$ cat src/wdtrl_defines.svh
// Purpose: constants for the watchdog reload lock and timeout block
// Assumes: 8-bit internal register bus, one write strobe per access
// Notes:   offsets are internal write selects, not bus addresses
`ifndef WDTRL_DEFINES_SVH
`define WDTRL_DEFINES_SVH

// ============================================================
// register selects
`define WDTRL_SEL_CTL    2'h0
`define WDTRL_SEL_UPPER  2'h1
`define WDTRL_SEL_HIGH   2'h2
`define WDTRL_SEL_LOW    2'h3

// ============================================================
// unlock keys and control fields
`define WDTRL_KEY_FIRST  8'h55
`define WDTRL_KEY_SECOND 8'hAA
`define WDTRL_BIT_TOFLAG 7
`define WDTRL_BIT_STOPFL 6
`define WDTRL_CTL_RESET  8'h00

// ============================================================
// reload and counter
`define WDTRL_RELOAD_RST 24'hFFFFFF
`define WDTRL_RELOAD_RST_U 8'hFF
`define WDTRL_RELOAD_RST_H 8'hFF
`define WDTRL_RELOAD_RST_L 8'hFF
`define WDTRL_CNT_ONE    24'h000001

`endif

$ cat src/wdtrl_pkg.sv
// Purpose: types for the watchdog reload lock and timeout block
// Assumes: used together with wdtrl_defines.svh
// Notes:   lock states are one-hot
package wdtrl_pkg;
   typedef enum logic [4:0] {
      WDTRL_LOCKED  = 5'b00001,
      WDTRL_KEY1    = 5'b00010,
      WDTRL_OPEN_U  = 5'b00100,
      WDTRL_OPEN_H  = 5'b01000,
      WDTRL_OPEN_L  = 5'b10000
   } wdtrl_lock_t;
endpackage

$ cat src/wdtrl_counter.sv
// Purpose: watchdog down counter with reload
// Assumes: reload value is stable while counting
// Notes:   timeout is a one-cycle pulse when the count reaches one
`timescale 1ns/10ps
`default_nettype none
`include "wdtrl_defines.svh"
module wdtrl_counter (
   input  wire logic        ref_clk,     // system clock
   input  wire logic        sys_rst,     // sync reset, high
   input  wire logic        enable,      // counter runs while high
   input  wire logic        load,        // reload request
   input  wire logic [23:0] reloadVal,   // value to load
   output logic             timeout,     // one-cycle timeout pulse
   output logic      [23:0] count        // current count
);
   // ============================================================
   // counting; a load wins over a decrement so a refresh is never lost
   always_ff @(posedge ref_clk) begin
      if (sys_rst) begin
         count   <= `WDTRL_RELOAD_RST;
         timeout <= 1'b0;
      end else if (load) begin
         count   <= reloadVal;
         timeout <= 1'b0;
      end else if (enable) begin
         if (count <= `WDTRL_CNT_ONE) begin
            count   <= reloadVal;       // restart after expiry
            timeout <= 1'b1;
         end else begin
            count   <= count - `WDTRL_CNT_ONE;
            timeout <= 1'b0;
         end
      end else begin
         timeout <= 1'b0;
      end
   end
endmodule
`default_nettype wire

$ cat src/wdtrl_top.sv
// Purpose: watchdog timeout handling and reload register unlock
// Assumes: core presents one write per strobe; stop mode and
//          interrupt enable come from the core as levels
// Notes:   no bus; register writes arrive as select, data, strobe
`timescale 1ns/10ps
`default_nettype none
`include "wdtrl_defines.svh"

module wdtrl_top
   import wdtrl_pkg::*;
(
   input  wire logic        ref_clk,        // 25 MHz system clock
   input  wire logic        sys_rst,        // sync reset, high
   input  wire logic        regWrite,       // register write strobe
   input  wire logic  [1:0] regSel,         // register select
   input  wire logic  [7:0] regWdata,       // write data
   input  wire logic        wdtEnable,      // watchdog enable level
   input  wire logic        refreshInstr,   // refresh instruction pulse
   input  wire logic        resetMode,      // 1 reset, 0 interrupt
   input  wire logic        inStopMode,     // chip is in stop mode
   input  wire logic        intEnabled,     // core interrupts enabled
   input  wire logic        recoveryDone,   // stop recovery complete
   output logic       [7:0] watchdog_control_reg, // control/status
   output logic       [7:0] reload_upper_byte,    // reload upper
   output logic       [7:0] reload_high_byte,     // reload high
   output logic       [7:0] reload_low_byte,      // reload low
   output logic             shortReset,     // short reset pulse
   output logic             stopRecovery,   // stop recovery pulse
   output logic             wdtIrq,         // interrupt request pulse
   output logic             vectorFetch,    // take watchdog vector pulse
   output logic             unlocked,       // reload bytes writable
   output logic      [23:0] wdtCount        // counter value
);
   // ============================================================
   // internal state and decoded strobes
   wdtrl_lock_t lockState;        // present lock step
   wdtrl_lock_t next_lockState;   // lock step after this write
   logic        enableDly;        // enable level one clock ago
   logic        timeout;          // counter expiry pulse
   logic        wakePending;      // stop wake waiting for recovery
   logic        ctlWrite;         // write aimed at the control register
   logic        isKey;            // write data is one of the two keys
   logic        firstKey;         // control write of the first key
   logic        secondKey;        // control write of the second key
   logic        upperWr;          // upper byte write in its open step
   logic        highWr;           // high byte write in its open step
   logic        lowWr;            // low byte write in its open step
   logic        enableRise;       // watchdog has just been enabled
   logic        counterLoad;      // reload request to the counter
   logic [23:0] reloadVal;        // joined reload value

   // ============================================================
   // write decode; the keys only count when they land on the control select
   assign ctlWrite  = regWrite && (regSel == `WDTRL_SEL_CTL);
   assign isKey     = (regWdata == `WDTRL_KEY_FIRST) || (regWdata == `WDTRL_KEY_SECOND);
   assign firstKey  = ctlWrite && (regWdata == `WDTRL_KEY_FIRST);
   assign secondKey = ctlWrite && (regWdata == `WDTRL_KEY_SECOND);
   assign reloadVal = {reload_upper_byte, reload_high_byte, reload_low_byte};
   assign unlocked  = (lockState != WDTRL_LOCKED) && (lockState != WDTRL_KEY1);

   // reload byte strobes: a byte is taken only in the step that opens it,
   // so a stray write can never slip a byte in ahead of its turn
   assign upperWr   = regWrite && (lockState == WDTRL_OPEN_U) && (regSel == `WDTRL_SEL_UPPER);
   assign highWr    = regWrite && (lockState == WDTRL_OPEN_H) && (regSel == `WDTRL_SEL_HIGH);
   assign lowWr     = regWrite && (lockState == WDTRL_OPEN_L) && (regSel == `WDTRL_SEL_LOW);

   // ============================================================
   // lock machine: any write that does not match the next step relocks
   always_comb begin
      next_lockState = lockState;
      if (regWrite) begin
         unique case (lockState)
            WDTRL_LOCKED: begin
               // only the first key on the control select starts the sequence
               if (firstKey) begin
                  next_lockState = WDTRL_KEY1;
               end else begin
                  next_lockState = WDTRL_LOCKED;
               end
            end
            WDTRL_KEY1: begin
               if (secondKey) begin
                  next_lockState = WDTRL_OPEN_U;
               end else begin
                  next_lockState = WDTRL_LOCKED;
               end
            end
            WDTRL_OPEN_U: begin
               if (regSel == `WDTRL_SEL_UPPER) begin
                  next_lockState = WDTRL_OPEN_H;
               end else begin
                  next_lockState = WDTRL_LOCKED;
               end
            end
            WDTRL_OPEN_H: begin
               if (regSel == `WDTRL_SEL_HIGH) begin
                  next_lockState = WDTRL_OPEN_L;
               end else begin
                  next_lockState = WDTRL_LOCKED;
               end
            end
            // any write here ends the sequence, the low byte or a stray one
            WDTRL_OPEN_L: begin
               next_lockState = WDTRL_LOCKED;
            end
            // a broken one-hot code falls back to the safe locked step
            default: begin
               next_lockState = WDTRL_LOCKED;
            end
         endcase
      end
   end

   // lock step register
   always_ff @(posedge ref_clk) begin
      if (sys_rst) begin
         lockState <= WDTRL_LOCKED;
      end else begin
         lockState <= next_lockState;
      end
   end

   // ============================================================
   // reload bytes; writes outside the open step are simply dropped
   always_ff @(posedge ref_clk) begin
      if (sys_rst) begin
         reload_upper_byte <= `WDTRL_RELOAD_RST_U;
         reload_high_byte  <= `WDTRL_RELOAD_RST_H;
         reload_low_byte   <= `WDTRL_RELOAD_RST_L;
      end else begin
         if (upperWr) begin
            reload_upper_byte <= regWdata;
         end
         if (highWr) begin
            reload_high_byte <= regWdata;
         end
         if (lowWr) begin
            reload_low_byte <= regWdata;
         end
      end
   end

   // ============================================================
   // counter; loaded on the rising edge of enable and on refresh
   always_ff @(posedge ref_clk) begin
      if (sys_rst) begin
         enableDly <= 1'b0;
      end else begin
         enableDly <= wdtEnable;
      end
   end

   // a refresh while disabled is ignored so a stopped watchdog keeps its count
   assign enableRise  = wdtEnable && !enableDly;
   assign counterLoad = enableRise || (wdtEnable && refreshInstr);

   wdtrl_counter uCounter (
      .ref_clk   (ref_clk),
      .sys_rst   (sys_rst),
      .enable    (wdtEnable),
      .load      (counterLoad),
      .reloadVal (reloadVal),
      .timeout   (timeout),
      .count     (wdtCount)
   );

   // ============================================================
   // control/status; key writes touch nothing, a timeout set wins over a clear
   always_ff @(posedge ref_clk) begin
      if (sys_rst) begin
         watchdog_control_reg <= `WDTRL_CTL_RESET;
      end else begin
         // writing 1 to a flag clears it; the two keys clear nothing
         if (ctlWrite && !isKey) begin
            watchdog_control_reg <= watchdog_control_reg & ~regWdata;
         end
         if (timeout && resetMode) begin
            watchdog_control_reg[`WDTRL_BIT_TOFLAG] <= 1'b1;
            if (inStopMode) begin
               watchdog_control_reg[`WDTRL_BIT_STOPFL] <= 1'b1;
            end
         end
      end
   end

   // ============================================================
   // timeout actions; stop mode always recovers first, so reset and
   // interrupt are both kept to normal running
   always_ff @(posedge ref_clk) begin
      if (sys_rst) begin
         shortReset   <= 1'b0;
         stopRecovery <= 1'b0;
         wdtIrq       <= 1'b0;
      end else begin
         shortReset   <= timeout && resetMode && !inStopMode;
         stopRecovery <= timeout && inStopMode;
         wdtIrq       <= timeout && !resetMode && !inStopMode;
      end
   end

   // ============================================================
   // vector fetch held until recovery finishes so the core takes it afterwards
   always_ff @(posedge ref_clk) begin
      if (sys_rst) begin
         wakePending <= 1'b0;
         vectorFetch <= 1'b0;
      end else begin
         vectorFetch <= wakePending && recoveryDone && intEnabled;
         if (timeout && inStopMode && !resetMode) begin
            wakePending <= 1'b1;
         end else if (recoveryDone) begin
            wakePending <= 1'b0;
         end
      end
   end
endmodule
`default_nettype wire

$ cat config.mk
export PLATFORM = sky130hd
export DESIGN_NAME = wdtrl_top
export DESIGN_NICKNAME = d
export VERILOG_FILES = /design/src/wdtrl_pkg.sv /design/src/wdtrl_counter.sv /design/src/wdtrl_top.sv
export VERILOG_INCLUDE_DIRS = /design/src
export SDC_FILE = /design/constraint.sdc
export NUM_CORES = 1
export LEC_CHECK = 0
export BUFFER_PORTS_ARGS = -buffer_cell sky130_fd_sc_hd__buf_2
export CORE_MARGIN = 8
export CORE_UTILIZATION = 54
export CTS_BUF_LIST = sky130_fd_sc_hd__clkbuf_16
export DETAILED_ROUTE_END_ITERATION = 10
export PLACE_DENSITY = 0.8
export SLEW_MARGIN = 20
export SYNTH_ARGS = -nofsm -noshare
export SYNTH_HDL_FRONTEND = slang
export SYNTH_HIERARCHICAL = 1
export SYNTH_SLANG_ARGS = --single-unit
$ cat constraint.sdc
create_clock -name ref_clk -period 2.4 [get_ports ref_clk]
set_input_delay 0.12 -clock ref_clk [delete_from_list [all_inputs] [get_ports ref_clk]]
set_output_delay 0.12 -clock ref_clk [all_outputs]
set_load 0.02 [all_outputs]
* Word level (Yosys, flattened, before mapping) *
Index checks and enable logic that the tools add are counted.

cells by class
  $lt $le $gt $ge = 1
  bitwise operators = 3
  multiply operators = 0
  eq/ne operators = 12
  div/mod/pow operators = 0
  mux-type cells = 14
  shift operators = 0
  add/subtract/negate cells = 1
  reductions and logical operators = 32

operators by type and width
  operator                                                                           count
  24-bit two-way mux                                                                 3
  24-bit by 1-bit less-or-equal comparator with 1-bit output, second input constant  1
  24-bit by 1-bit subtractor with 24-bit output, second input constant               1
  1-bit logical AND                                                                  21
  5-bit one-hot mux with 4 select lines                                              1
  8-bit bitwise AND                                                                  1
  8-bit by 7-bit equality test with 1-bit output, second input constant              1
  8-bit equality test, second input constant                                         1
  8-bit two-way mux                                                                  1
  8-bit inverter                                                                     1
  2-bit nonzero test                                                                 3
  5-bit by 1-bit equality test with 1-bit output, second input constant              1
  5-bit by 2-bit equality test with 1-bit output, second input constant              1
  5-bit by 3-bit equality test with 1-bit output, second input constant              1
  5-bit by 4-bit equality test with 1-bit output, second input constant              1
  5-bit equality test, second input constant                                         1
  5-bit two-way mux                                                                  1
  5-bit by 1-bit != test with 1-bit output, second input constant                    1
  5-bit by 2-bit != test with 1-bit output, second input constant                    1
  2-bit equality test, second input constant                                         2
  1-bit zero test                                                                    4
  1-bit two-way mux                                                                  4
  2-bit two-way mux                                                                  2
  4-bit two-way mux                                                                  1
  other kinds (6)                                                                    7

storage, ports and cells
  word-level logic and storage cells = 78
  bits in registers = 68
  memory bits (writable) = 0
  bits of input ports = 19
  ROM bits = 0
  output and inout bits = 61
  memories kept = 0
  bits in latches = 0

* Logic depth before layout (Yosys ltp) *
  word-level depth = 7
  depth in mapped cells = 8

* Cells and area by module *
The synthesis kept the hierarchy.

by module, submodules not included
  module         cells an instance  seq. area each (um2)  area an instance (um2)  instances
  wdtrl_counter  217                500.5                 1810.5                  1
  wdtrl_top      187                860.8                 1707.9                  1

* Worst setup path after synthesis *
OpenSTA, ideal clock, no wires.

  path type = flip-flop to flip-flop
  start = register uCounter.count[0]
  end = register uCounter.count[8]
  setup slack = 0.315 ns
  buffers on the path = 0
  setup time = 0.122 ns
  required time = 2.278 ns
  period minus slack after synthesis = 2.085 ns
  cell stages (with the launch flop) = 8
  arrival = 1.963 ns
  cell sequence = dfxtp_1 > inv_1 > ha_1 > or4b_4 > nor4_2 > and3_1 > nor4_1 > a221o_1

between the ends
  cells in the longest elaborated chain, start to end = 4

ends and longest elaborated chain
  what                                                                                                                                          line                 RTL
  from (decl)                                                                                                                                   wdtrl_counter.sv:14  output logic [23:0] count
  from (signal assigned)                                                                                                                        wdtrl_counter.sv:20  count <= `WDTRL_RELOAD_RST;
  from (signal assigned)                                                                                                                        wdtrl_counter.sv:23  count <= reloadVal;
  from (signal assigned)                                                                                                                        wdtrl_counter.sv:27  count <= reloadVal;
  24-bit by 1-bit subtractor with 24-bit output (no source line) or 24-bit by 1-bit less-or-equal comparator with 1-bit output (tied branches)  -
  24-bit two-way mux (*)                                                                                                                        wdtrl_counter.sv:26  if (count <= `WDTRL_CNT_ONE) begin
  24-bit two-way mux (*)                                                                                                                        wdtrl_counter.sv:25  end else if (enable) begin
  24-bit two-way mux (*)                                                                                                                        wdtrl_counter.sv:22  end else if (load) begin

Every way passes the cells marked *; elsewhere a longest branch is shown, timed or not. The select of a mux whose other input is x is not followed.
A chain may end at the register's enable or synchronous reset.

* Final worst setup path *
  start = register uCounter.count[0]
  end = register uCounter.count[11]

Same word-level chain as after synthesis.

==> metrics.txt <==
status completed; hold path depth 2; part of the Yosys area used for sequential elements 0.387; Filler cells 521; DIE AREA 9350 µm²; Mapped Area 3520 µm²; Top FF cell, synth dfxtp_1; Detailed Routing Iterations Pass 1 4; WHS 18.2 ps; Setup violations, final 0; Biggest register uCounter/count; HPWL Detailed 7800 µm; Row Count 29; crit path capture type register; critical path's largest stage delay 460 ps; register area 1360 µm²; P&R area growth vs syn 22.7%; TritonCTS Sinks 68; Max transition margin 0.516; syn nets 425; GRT Overall Usage 0.221; HP Class primary input to register; Slew Viols, Final 0; clk slew on worst S/H paths 60 ps; cell count of the worst reg-to-reg path 7; Wirelength per Cell 19.2 µm; FF-to-FF End uCounter/count[11]; largest net degree at the start of global routing 26; Worst Path Arrival 2450 ps; Layout Cells excl Fill 572; DIE WIDTH 96.7 µm; Setup Crit Path Kind register to register; Util after Layout 0.684; placed insts 555; RR Startpoint uCounter/count[0]; RSZ-0062 raised after global routing false; asr flop ratio synth 0; Simple-Gate Fraction of Synth Area 0.340; crit-path cells inv_1 > ha_1 > o211ai_1 > o41ai_4 > buf_4 > a221oi_1 > o21ai_0; measured slew at the worst slew-check pin 723 ps; TritonCTS clock tree done; Slowest cell on crit path dfxtp_1; die extent in y 96.7 µm; Initial Util 0.557; setup TNS 0 ps; R2R Setup Slk 130 ps; area of the multi-input gates 1990 µm²; synth warn 6; latest clock arrival within the worst-skew pair 340 ps; vias in the first global route 3429; Port-buffer cells 79; Final Cycle Share 0.946; max cap viols 0; pwr/cell area 634 nW/µm²; EDFF count, synth 0; count of cell types in the netlist 75; fraction of layout cells with a size suffix above 1 0.287; design area 4320 µm²; CP Max Fanout 7; initial DRC count 214; post-synthesis mux area share 0.0455; Max Clk Rate 0.441 GHz; CTS-repair resized insts 0; Vias 3605; Clock Path Buffers 2; I/O pins 80; drt total wl 11000 µm; Final Skew 7.64 ps; Final Wtd Congestion 0.912; placed cell areas 4010 µm²; post-layout min period 2270 ps; Worst EP required 2580 ps; Hold Crit Endpoint wdtIrq; Hold Crit Start resetMode; crit start category register; Synth Area in XOR/XNOR 0.0124; compound-gate portion of the synthesized area 0.160; Vias/cell 6.30; final net count 511; core area 6310 µm²; GRT overflow 0; DRT antenna net count 0; CTS Buf Count 9; clock root buffer clkbuf_16; # Post-CTS Setup Buffers 0; first-pass GRT wire length 17000 µm; Hold Buf Count CTS 1; largest family of logic cells by synthesized area simple AND/OR/NAND/NOR gates; VDD IR max 486 µV; Antenna Cells 0; Post-Synthesis Cells 404; Synth Area in Adders 0.00711; worst setup path start uCounter/count[0]; final hold vios 0; H-tree lvl count 3; max reg flops 24; syn_area_per_cell 8.71 µm²; Yosys reg bits 68; leakage power 1.84 nW; initial antenna violation count 0; DRC viols 0
-- cell families (layout without fill, tap and decap cells) --
logic type      Yosys count  count (layout)
xor+xnor                  5               5
fa+ha+maj                 2               2
flops                    68              68
simple gates            207             207
buf+inv                  31             122
mux                      16              16
compound gates           75              75
-- metal layers --
layer | up-vias | share of wire | routed length [µm] | track usage
met4 | 0 | 0.023 | 257 | 0.0947
met3 | 24 | 0.077 | 844 | 0.0718
li1 | 1677 | - | - | -
met5 | - | 0 | 0 | 0
met2 | 167 | 0.48 | 5270 | 0.365
met1 | 1737 | 0.42 | 4600 | 0.255
-- final cells by class --
cell class | count | share of cell area
multi-input combinational | 305 | 0.460
sequential | 68 | 0.315
timing repair buffer | 98 | 0.125
clock buffer | 9 | 0.0522
tap | 77 | 0.0223
clock inverter | 7 | 0.0174
inverter | 8 | 0.00696
-- through the flow --
step           total power, mW  worst slack, ps
3_3_place_gp              1.41              261
3_5_place_dp              1.41              207
5_1_grt                   2.79             7.02
2_1_floorplan             1.32              315
6_report                  2.74              131
4_1_cts                   2.73              205
-- cell usage after synthesis, drive strengths merged (4+ instances only) --
| master | n | area share |
|---|---|---|
| a21oi | 20 | 0.028 |
| a221oi | 9 | 0.022 |
| a2bb2oi | 4 | 0.010 |
| and3 | 4 | 0.0075 |
| and4 | 4 | 0.010 |
| and4bb | 5 | 0.018 |
| buf | 9 | 0.016 |
| clkbuf | 14 | 0.023 |
| dfxtp | 68 | 0.39 |
| inv | 7 | 0.0075 |
| mux2i | 16 | 0.046 |
| nand2 | 54 | 0.058 |
| nand2b | 4 | 0.0071 |
| nand3 | 40 | 0.058 |
| nand4 | 9 | 0.020 |
| nor2 | 37 | 0.039 |
| nor3 | 18 | 0.033 |
| nor4 | 6 | 0.018 |
| o211ai | 4 | 0.0085 |
| o21ai | 10 | 0.014 |
| or3 | 7 | 0.015 |
| xor2 | 4 | 0.010 |
-- where the power goes --
| group | total, mW | internal (mW) | switching (mW) |
|---|---|---|---|
| Combinational | 0.222 | 0.0767 | 0.145 |
| Sequential | 1.17 | 1.15 | 0.0264 |
| Clock | 1.34 | 0.807 | 0.534 |
-- critical path: cells and delay by family (launching register included) --
kind | cells | cell delay, ps
AO/OA/AOI/OAI | 4 | 1120
flip-flops | 1 | 460
adder cells (fa/ha/maj) | 1 | 270
buffers and inverters | 2 | 270
-- worst max path at each step --
stage | to | slack [ps] | cells past startpoint
global placement | uCounter/count[11] | 260 | 7
finish | uCounter/count[11] | 130 | 7
floorplan | uCounter/count[8] | 320 | 7
global route | uCounter/count[18] | 7 | 7
CTS | uCounter/count[11] | 210 | 7
detailed placement | uCounter/count[11] | 210 | 7
-- cell usage in the layout (no fill, tap or decap), types with 4 or more instances in the layout --
master / netlist / routed
a21oi_1: 20 / 20
a221oi_1: 9 / 9
a2bb2oi_1: 4 / 4
and4_1: 4 / 4
and4bb_2: 4 / 4
buf_2: 4 / 79
buf_4: 3 / 18
clkbuf_16: 0 / 9
dfxtp_1: 68 / 68
inv_1: 7 / 7
mux2i_1: 16 / 16
nand2_1: 54 / 54
nand2b_1: 4 / 4
nand3_1: 39 / 39
nand4_1: 7 / 7
nor2_1: 37 / 37
nor3_1: 14 / 14
o211ai_1: 4 / 4
o21ai_0: 4 / 4
o21ai_1: 6 / 6
or3_1: 5 / 5
xor2_1: 4 / 4
Note: power is estimated with default switching activity, not from simulation.
